[config.mk]
export PLATFORM = sky130hd
export DESIGN_NAME = system_clock_selection
export DESIGN_NICKNAME = d
export VERILOG_FILES = /design/src/clock_select_pkg.sv /design/src/system_clock_selection.sv
export SDC_FILE = /design/constraint.sdc
export NUM_CORES = 1
export LEC_CHECK = 0
export BUFFER_PORTS_ARGS = -buffer_cell sky130_fd_sc_hd__buf_2
export CAP_MARGIN = 25
export CORE_ASPECT_RATIO = 0.75
export CORE_UTILIZATION = 54
export CTS_CLUSTER_DIAMETER = 80
export DETAILED_ROUTE_END_ITERATION = 8
export PLACE_DENSITY = 0.84
export SYNTH_ARGS = -nofsm -noshare
export SYNTH_HDL_FRONTEND = slang
export SYNTH_SLANG_ARGS = --single-unit
export TNS_END_PERCENT = 100
[constraint.sdc]
create_clock -name CLK_SYS -period 3.1 [get_ports CLK_SYS]
set_input_delay 0.31 -clock CLK_SYS [delete_from_list [all_inputs] [get_ports CLK_SYS]]
set_output_delay 0.31 -clock CLK_SYS [all_outputs]
set_load 0.005 [all_outputs]
[src/clock_select_pkg.sv]
// Constants and types for the system clock selection block
//
// What this block does
// - Source code picks internal, external or multiplier
// - Select register resets zero, upper bits read zero
// - External oscillator still clocks timers and counters
// - Internal oscillator usable right after enable write
// - Hardware sets crystal valid once crystal settles
// - Internal oscillator is system clock after reset
// - Internal clock divided 1 to 128, resets 128
// - Trim settings reset to 24 MHz values
// - Multiplier base: internal x2, external x2, x4
// - Multiplier base scaled by 1 or 2/3..2/7
// - Suspend bit halts internal oscillator and the clocks taken from it
// - Port match or comparator low ends suspend
// - Wake event resumes operation regardless of interrupts
// - Processor continues after the suspend write
// - Coarse and fine trims adjust oscillator period
// - Divider code 000 is /128, 111 is /1
// - Enable field 00 off, 11 on, others reserved
// - Frequency ready reads 1 when oscillator runs
`default_nettype none
package clock_select_pkg;
  // --------------------------------------------------------------
  // Register offsets
  // --------------------------------------------------------------
  localparam logic [7:0] ADDR_CLK_SEL = 8'h8f;
  localparam logic [7:0] ADDR_INT_OSC = 8'ha1;
  localparam logic [7:0] ADDR_COARSE  = 8'ha2;
  localparam logic [7:0] ADDR_FINE    = 8'h9e;
  localparam logic [7:0] ADDR_EXT_OSC = 8'h9f;
  localparam logic [7:0] ADDR_MULT    = 8'h97;
  // --------------------------------------------------------------
  // Field positions and reset values
  // --------------------------------------------------------------
  localparam int INT_EN_LSB      = 6;
  localparam int SUSPEND_BIT     = 5;
  localparam int EXT_MODE_LSB    = 4;
  localparam int MULT_SCALE_LSB  = 2;
  localparam int MULT_ENABLE_BIT = 7;
  localparam logic [1:0] RST_INT_EN   = 2'h3;
  localparam logic [2:0] RST_DIV_CODE = 3'h0;
  localparam logic [6:0] RST_COARSE   = 7'h4c;
  localparam logic [5:0] RST_FINE     = 6'h33;
  localparam logic [2:0] RST_EXT_MODE = 3'h0;
  localparam logic [1:0] OSC_OFF      = 2'h0;
  localparam logic [1:0] OSC_ON       = 2'h3;
  localparam logic [2:0] EXT_OFF      = 3'h0;
  localparam logic [2:0] EXT_XTAL     = 3'h6;
  localparam logic [2:0] SCALE_MIN    = 3'h2;
  // Crystal edges counted before it is declared settled
  localparam logic [10:0] XTAL_SETTLE_EDGES = 11'h400;
  // --------------------------------------------------------------
  // Enumerations
  // --------------------------------------------------------------
  typedef enum logic [1:0] {
    SRC_INT  = 2'b00,
    SRC_EXT  = 2'b01,
    SRC_MULT = 2'b10,
    SRC_RSVD = 2'b11
  } src_t;
  typedef enum logic [1:0] {
    MB_INT_X2 = 2'b00,
    MB_EXT_X2 = 2'b01,
    MB_EXT_X4 = 2'b10
  } mult_base_t;
  typedef enum logic [1:0] {
    SW_RUN   = 2'b00,
    SW_DRAIN = 2'b01,
    SW_ARM   = 2'b10
  } switch_t;
endpackage
`default_nettype wire

[src/system_clock_selection.sv]
// System clock source selection, internal oscillator and multiplier
`default_nettype none
module system_clock_selection (
  input  wire logic                    CLK_SYS,
  input  wire logic                    RST_N,
  input  wire logic [7:0]              SFR_ADDR,
  input  wire logic                    SFR_WE,
  input  wire logic                    SFR_RE,
  input  wire logic [7:0]              SFR_WDATA,
  output logic      [7:0]              SFR_RDATA,
  input  wire logic                    EXT_OSC_IN,
  input  wire logic [3:0]              PORT_MATCH,
  input  wire logic                    CMP0_ENABLE,
  input  wire logic                    CMP0_OUT,
  output logic                         SYSTEM_CLOCK_EN,
  output logic                         EXT_CLK_EN,
  output clock_select_pkg::src_t       CLK_SOURCE,
  output logic                         SYSTEM_CLOCK_STOPPED
);
  import clock_select_pkg::*;

  // --------------------------------------------------------------
  // Helpers
  // --------------------------------------------------------------
  function automatic logic [6:0] div_mask(input logic [2:0] code);
    div_mask = 7'(7'h7f >> code);
  endfunction

  function automatic logic field_addr_hit(
    input logic [7:0] addr, input logic [7:0] target);
    field_addr_hit = addr == target;
  endfunction

  // --------------------------------------------------------------
  // State
  // --------------------------------------------------------------
  src_t        clk_sel;
  logic [1:0]  int_en;
  logic        suspend;
  logic [2:0]  div_code;
  logic [6:0]  coarse;
  logic [5:0]  fine;
  logic [12:0] osc_acc;
  logic [6:0]  div_cnt;
  logic [2:0]  ext_mode;
  logic        ext_prev;
  logic [10:0] settle_cnt;
  logic        xtal_valid;
  logic        mult_en;
  mult_base_t  mult_base;
  logic [2:0]  mult_scale;
  logic [2:0]  credits;
  logic [3:0]  scale_acc;
  src_t        cur_src;
  switch_t     sw_state;

  // --------------------------------------------------------------
  // Register decode
  // --------------------------------------------------------------
  wire wr_sel    = SFR_WE && field_addr_hit(SFR_ADDR, ADDR_CLK_SEL);
  wire wr_int    = SFR_WE && field_addr_hit(SFR_ADDR, ADDR_INT_OSC);
  wire wr_coarse = SFR_WE && field_addr_hit(SFR_ADDR, ADDR_COARSE);
  wire wr_fine   = SFR_WE && field_addr_hit(SFR_ADDR, ADDR_FINE);
  wire wr_ext    = SFR_WE && field_addr_hit(SFR_ADDR, ADDR_EXT_OSC);
  wire wr_mult   = SFR_WE && field_addr_hit(SFR_ADDR, ADDR_MULT);
  wire [1:0] wr_src  = SFR_WDATA[1:0];
  wire       sel_ok  = wr_src != SRC_RSVD;

  // --------------------------------------------------------------
  // Internal oscillator
  // --------------------------------------------------------------
  wire wake = (|PORT_MATCH) || (CMP0_ENABLE && !CMP0_OUT);
  wire next_suspend = wr_int ? SFR_WDATA[SUSPEND_BIT]
                    : (wake ? 1'b0 : suspend);
  // Runs the very cycle after the enabling write
  wire osc_run = (int_en == OSC_ON) && !suspend;
  // Phase step from both trims; 4915/8192 of 40 MHz is 24 MHz
  wire [13:0] osc_sum = {1'b0, osc_acc} + {1'b0, coarse, fine};
  wire int_tick = osc_run && osc_sum[13];
  wire [6:0] mask = div_mask(div_code);
  wire div_tick = int_tick && ((div_cnt & mask) == mask);

  // --------------------------------------------------------------
  // External oscillator
  // --------------------------------------------------------------
  wire ext_tick = EXT_OSC_IN && !ext_prev && (ext_mode != EXT_OFF);
  wire xtal_mode = ext_mode == EXT_XTAL;
  wire settle_last = settle_cnt == 11'(XTAL_SETTLE_EDGES - 11'h001);

  // --------------------------------------------------------------
  // Clock multiplier
  // --------------------------------------------------------------
  // Credits smooth a x2/x4 burst into one pulse per cycle at most
  wire mult_in = mult_en && ((mult_base == MB_INT_X2) ? int_tick
                                                      : ext_tick);
  wire [3:0] mult_add = (mult_base == MB_EXT_X4) ? 4'h4 : 4'h2;
  wire       base_pulse = credits != 3'h0;
  wire [3:0] credit_sum = {1'b0, credits}
                        + (mult_in ? mult_add : 4'h0)
                        - {3'h0, base_pulse};
  wire [2:0] next_credits = credit_sum[3] ? 3'h7 : credit_sum[2:0];
  // Fractional divider: two in, one out per n, factor 2/n
  wire [2:0] scale_n = (mult_scale < SCALE_MIN) ? SCALE_MIN
                                                : mult_scale;
  wire [3:0] scale_sum = scale_acc + (base_pulse ? 4'h2 : 4'h0);
  wire       mult_tick = scale_sum >= {1'b0, scale_n};
  wire [3:0] next_scale_acc = mult_tick ? 4'(scale_sum - {1'b0, scale_n})
                                        : scale_sum;

  // --------------------------------------------------------------
  // Source switch
  // --------------------------------------------------------------
  function automatic logic src_tick(input src_t s, input logic ti,
                                    input logic te, input logic tm);
    unique case (s)
      SRC_INT:  src_tick = ti;
      SRC_EXT:  src_tick = te;
      SRC_MULT: src_tick = tm;
      default:  src_tick = 1'b0;
    endcase
  endfunction

  wire cur_tick = src_tick(cur_src, div_tick, ext_tick, mult_tick);
  wire want_switch = clk_sel != cur_src;

  // --------------------------------------------------------------
  // Read mux
  // --------------------------------------------------------------
  wire [7:0] rd_sel  = {6'h00, clk_sel};
  wire [7:0] rd_int  = {int_en, suspend, osc_run, 1'b0, div_code};
  wire [7:0] rd_ext  = {xtal_valid, ext_mode, 4'h0};
  wire [7:0] rd_mult = {mult_en, mult_en, 1'b0, mult_scale, mult_base};
  // Unmapped addresses read as zero
  wire [7:0] rd_val =
      (SFR_ADDR == ADDR_CLK_SEL) ? rd_sel
    : (SFR_ADDR == ADDR_INT_OSC) ? rd_int
    : (SFR_ADDR == ADDR_COARSE)  ? {1'b0, coarse}
    : (SFR_ADDR == ADDR_FINE)    ? {2'h0, fine}
    : (SFR_ADDR == ADDR_EXT_OSC) ? rd_ext
    : (SFR_ADDR == ADDR_MULT)    ? rd_mult
    : 8'h00;

  // --------------------------------------------------------------
  // Register file
  // --------------------------------------------------------------
  always_ff @(posedge CLK_SYS or negedge RST_N) begin
    if (!RST_N) begin
      clk_sel  <= SRC_INT;
      int_en   <= RST_INT_EN;
      suspend  <= 1'b0;
      div_code <= RST_DIV_CODE;
      coarse   <= RST_COARSE;
      fine     <= RST_FINE;
      ext_mode <= RST_EXT_MODE;
    end else begin
      if (wr_sel && sel_ok) begin
        clk_sel <= src_t'(wr_src);
      end
      if (wr_int) begin
        int_en   <= SFR_WDATA[INT_EN_LSB +: 2];
        div_code <= SFR_WDATA[2:0];
      end
      // Only the clock pauses; no state is lost across suspend
      suspend <= next_suspend;
      if (wr_coarse) begin
        coarse <= SFR_WDATA[6:0];
      end
      if (wr_fine) begin
        fine <= SFR_WDATA[5:0];
      end
      if (wr_ext) begin
        ext_mode <= SFR_WDATA[EXT_MODE_LSB +: 3];
      end
    end
  end

  always_ff @(posedge CLK_SYS or negedge RST_N) begin
    if (!RST_N) begin
      mult_en    <= 1'b0;
      mult_base  <= MB_INT_X2;
      mult_scale <= 3'h0;
    end else if (wr_mult) begin
      mult_en    <= SFR_WDATA[MULT_ENABLE_BIT];
      mult_base  <= mult_base_t'(SFR_WDATA[1:0]);
      mult_scale <= SFR_WDATA[MULT_SCALE_LSB +: 3];
    end
  end

  // --------------------------------------------------------------
  // Oscillator and divider counters
  // --------------------------------------------------------------
  always_ff @(posedge CLK_SYS or negedge RST_N) begin
    if (!RST_N) begin
      osc_acc <= 13'h0000;
      div_cnt <= 7'h00;
    end else if (osc_run) begin
      osc_acc <= osc_sum[12:0];
      if (int_tick) begin
        div_cnt <= 7'(div_cnt + 7'h01);
      end
    end
  end

  // --------------------------------------------------------------
  // Crystal settle detect
  // --------------------------------------------------------------
  // Any write to the control register restarts the settle count
  always_ff @(posedge CLK_SYS or negedge RST_N) begin
    if (!RST_N) begin
      ext_prev   <= 1'b0;
      settle_cnt <= 11'h000;
      xtal_valid <= 1'b0;
    end else begin
      ext_prev <= EXT_OSC_IN;
      // Reconfiguring the crystal outranks a settling edge
      if (wr_ext || !xtal_mode) begin
        settle_cnt <= 11'h000;
        xtal_valid <= 1'b0;
      end else if (ext_tick && !xtal_valid) begin
        settle_cnt <= 11'(settle_cnt + 11'h001);
        xtal_valid <= settle_last;
      end
    end
  end

  // --------------------------------------------------------------
  // Multiplier state
  // --------------------------------------------------------------
  always_ff @(posedge CLK_SYS or negedge RST_N) begin
    if (!RST_N) begin
      credits   <= 3'h0;
      scale_acc <= 4'h0;
    end else if (!mult_en) begin
      credits   <= 3'h0;
      scale_acc <= 4'h0;
    end else begin
      credits   <= next_credits;
      scale_acc <= next_scale_acc;
    end
  end

  // --------------------------------------------------------------
  // Glitch-free changeover
  // --------------------------------------------------------------
  // Old source gives one last edge, then new source must show an
  // edge before its pulses pass; a dead source stalls the switch
  always_ff @(posedge CLK_SYS or negedge RST_N) begin
    if (!RST_N) begin
      sw_state  <= SW_RUN;
      cur_src   <= SRC_INT;
      SYSTEM_CLOCK_EN <= 1'b0;
    end else begin
      unique case (sw_state)
        SW_RUN: begin
          SYSTEM_CLOCK_EN <= cur_tick;
          if (want_switch) begin
            sw_state <= SW_DRAIN;
          end
        end
        SW_DRAIN: begin
          SYSTEM_CLOCK_EN <= cur_tick;
          if (cur_tick) begin
            cur_src  <= clk_sel;
            sw_state <= SW_ARM;
          end
        end
        SW_ARM: begin
          SYSTEM_CLOCK_EN <= 1'b0;
          if (cur_tick) begin
            sw_state <= SW_RUN;
          end
        end
        default: begin
          SYSTEM_CLOCK_EN <= 1'b0;
          sw_state  <= SW_RUN;
        end
      endcase
    end
  end

  // --------------------------------------------------------------
  // Outputs
  // --------------------------------------------------------------
  always_ff @(posedge CLK_SYS or negedge RST_N) begin
    if (!RST_N) begin
      SFR_RDATA      <= 8'h00;
      EXT_CLK_EN     <= 1'b0;
      CLK_SOURCE     <= SRC_INT;
      SYSTEM_CLOCK_STOPPED <= 1'b0;
    end else begin
      if (SFR_RE) begin
        SFR_RDATA <= rd_val;
      end
      EXT_CLK_EN     <= ext_tick;
      CLK_SOURCE     <= cur_src;
      // Stopped flag reports suspend only while internal drives the system clock
      SYSTEM_CLOCK_STOPPED <= (cur_src == SRC_INT) && suspend;
    end
  end
endmodule
`default_nettype wire

==> results by group <==
Run status
  – Status: complete, no violations

Yosys
  – Register area share after synthesis: 0.465
  – Top_reg_cell synth: dfrtp_1
  – Yosys top cell area share: 0.415
  – Post-synth EDFFs: 0
  – Syn Nets: 497
  – Ys Warns: 0
  – Mapped Cells: 443
  – Top cells by area, synth: dfrtp_1, ha_1, dfstp_2, mux2_2, xor2_1
  – Leading area contributor after synthesis: dfrtp_1
  – Syn Std Cell Area: 4700 um2
  – Yosys cell types: 61
  – Mean post-synth cell area: 10.6 um2
  – Async SR Flop Fraction: 1.00
  – Yosys reg bits: 87

Detailed routing
  – Final wirelength: 11.0 mm
  – ANT nets after route: 0
  – Drt drc: 0
  – Via count: 3678
  – TritonRoute pass-1 iters: 5
  – Wirelength per Cell: 18.1 um
  – Drt via density: 6.07
  – Number of DRC markers in iteration 0: 325

Clocking
  – Clock latency on the worst-skew pair: 0.34 ns
  – Clock-pin slew on the worst setup and hold paths: 0.06 ns
  – Max clock buf depth: 2
  – Clock sink count: 87
  – CTS tree: done
  – Number of CTS-inserted buffers: 9
  – CTS H-tree depth: 3
  – CTS root buffer: clkbuf_16

Global routing
  – Remaining global-route overflow: 0
  – GR Util met1: 0.377
  – Pin count of the biggest net entering global routing: 46
  – GRT Total Usage: 0.262
  – Initial antenna violation count: 0
  – First-pass GRT wire length: 18.1 mm
  – Met2 GRT Util: 0.395
  – GRT Max-Usage Layer: met2
  – Met3 usage: 0.0549
  – Vias in the first global route: 3639

Timing
  – Worst-Margin Slew: 0.958 ns
  – Max Slew Vio Count: 0
  – Fin. Hold Viols: 0
  – Final setup viols: 0
  – Final period util: 0.967
  – Worst Skew: 0.00706 ns
  – Post-route minimum period: 3.00 ns
  – Hold_ws: 0.0980 ns
  – Fmax: 334 MHz
  – Rel. slew slack: 0.356

Placement
  – Placer Congestion: 0.929
  – PortBufs: 39
  – Hpwl dp: 7.84 mm

Floorplan
  – Starting Density: 0.556
  – Boundary Pins: 40
  – FP Rows: 29
  – Die height: 82.8 um
  – Die ar.: 9090 um2
  – Core box area: 8450 um2
  – Die outline width: 110 um

Min path
  – Hold Crit Class: in2reg
  – Worst hold start: EXT_OSC_IN

Setup path
  – Worst Path Buf+Inv: 2
  – Critical path's largest stage delay: 0.42 ns
  – Slowest cell on the critical path: dfrtp_1
  – Crit path max-delay family: adder cells
  – CP Launch Type: flip-flop
  – CP Data Required Time: 3.35 ns
  – Worst Path Max Fanout: 4
  – WS Path Type: reg2reg
  – Worst-path cell chain: ha_4, o21ai_0, o21ai_1, nand3_1, a31oi_4, a22o_1, nand2_1, ha_1, inv_1, ha_1, inv_1, fa_2, xor2_2, a21boi_1
  – Setup crit end kind: flip-flop
  – Worst Path Arrival: 3.25 ns
  – Setup crit start: fine[3]
  – R2R Path Start: fine[3]

Cells and area
  – Layout Nets: 547
  – Finished Core Util: 0.656
  – Commonest non-fill, non-tap cells in the layout: dfrtp_1, nor2_1, buf_2
  – Antenna Cells: 0
  – Commonest non-fill, non-tap cell in the layout: dfrtp_1
  – Syn-to-layout area delta: 17.9%
  – Layout cell share with drive strength beyond 1: 0.237

Pwr
  – Worst VDD drop: 304 uV
  – Leak: 2.57 nW
  – Power Density: 472 nW/um2

Run
  – Max Cap Viol: 0
-- kinds of logic after synthesis --
logic type / share of synthesized area
XOR/XNOR: 0.0577
flip-flops: 0.465
multiplexers: 0.0836
buffers and inverters: 0.0239
AO/OA/AOI/OAI: 0.131
AND/OR/NAND/NOR: 0.162
adder cells (fa/ha/maj): 0.0766
-- power by group --
part	internal [mW]	leakage, nW	switching (mW)
clock network	0.808	0.167	0.423
logic	0.0792	1.24	0.103
registers	1.17	1.16	0.0310
-- repair_timing --
action,CTS,global route
setup endpoints to repair,3,3
setup buffers,2,2
pin swaps,3,5
resized for setup,6,16
hold buffers,1,0
endpoints found under the hold margin,41,0
-- routing by layer --
| layer | part of all wire | vias to the layer above | wire length, um |
|---|---|---|---|
| li1 | - | 1691 | - |
| met1 | 0.45 | 1819 | 4900 |
| met2 | 0.46 | 135 | 5030 |
| met3 | 0.068 | 33 | 751 |
| met4 | 0.027 | 0 | 297 |
| met5 | 0 | - | 0 |
-- worst reg2reg max path, cell delays in order (launching register included) --
cell      delay, ns
dfrtp_1        0.42
ha_4           0.30
o21ai_0        0.14
o21ai_1        0.25
nand3_1        0.16
a31oi_4        0.19
a22o_1         0.15
nand2_1        0.06
ha_1           0.28
inv_1          0.06
ha_1           0.15
inv_1          0.06
fa_2           0.36
xor2_2         0.17
a21boi_1       0.17
-- layout make-up --
| cell class | count | area, um2 |
|---|---|---|
| clock buffers | 12 | 246 |
| clock inverters | 4 | 95.1 |
| fillers | 602 | 2910 |
| inverters | 18 | 67.6 |
| multi-input cells | 328 | 2520 |
| flip-flops and latches | 87 | 2190 |
| well taps | 108 | 135 |
| repair buffers | 49 | 288 |
-- stage by stage --
step / power, mW / area (um2) / cells / worst slack, ns / setup TNS [ns]
global placement: 1.38 / 5020 / 584 / 0.105 / 0
finish: 2.61 / 5540 / 606 / 0.102 / 0
floorplan: 1.30 / 4700 / 443 / 0.152 / 0
global route: 2.70 / 5540 / 606 / -0.00316 / -0.00316
detailed placement: 1.39 / 5040 / 585 / -0.0918 / -0.262
CTS: 2.63 / 5440 / 604 / 0.00257 / 0
-- cells in the mapped netlist, types with 2 or more instances --
cell / count
mux2_4: 7
dfrtp_1: 78
a31oi_1: 6
nand2_1: 36
o22ai_1: 2
mux2i_1: 4
o31ai_1: 2
nor2b_1: 5
nor4_1: 2
xnor2_1: 12
nand3_1: 13
mux2_2: 17
a21oi_1: 19
a222oi_1: 3
a221oi_1: 3
nor2_1: 41
a211oi_1: 5
and2_1: 4
nor3_1: 5
ha_1: 24
a21boi_0: 4
and4_1: 4
mux2_1: 5
dfstp_2: 9
clkbuf_1: 9
nand4_1: 5
o21a_1: 6
nand2b_1: 7
fa_1: 3
and3_1: 7
inv_1: 18
o21ai_0: 20
a21o_1: 5
nand4b_1: 2
a22oi_1: 3
xor2_1: 19
a32o_1: 2
nand3b_1: 4
-- path summary, 6_finish.rpt --
path / cells after the start / endpoint / slack, ns
setup / recovery: 14 / credits[1] / 0.10
hold / removal: 1 / ext_prev / 0.1
setup reg to reg: 14 / credits[1] / 0.10
hold reg to reg: 2 / osc_acc[11] / 0.49
max in group asynchronous: 3 / fine[1] / 1.91
min in group asynchronous: 2 / osc_acc[10] / 0.50
-- flip-flops by register name, summed over array words and instances, names as in the netlist --
signal,count
osc_acc,13
settle_cnt,11
SFR_RDATA,8
coarse,7
div_cnt,7
fine,6
scale_acc,4
credits,3
div_code,3
ext_mode,3
mult_scale,3
CLK_SOURCE,2
clk_sel,2
cur_src,2
int_en,2
mult_base,2
sw_state,2
EXT_CLK_EN,1
SYSTEM_CLOCK_EN,1
SYSTEM_CLOCK_STOPPED,1
ext_prev,1
mult_en,1
suspend,1
xtal_valid,1
No activity file was read; power rests on OpenSTA's default activity.
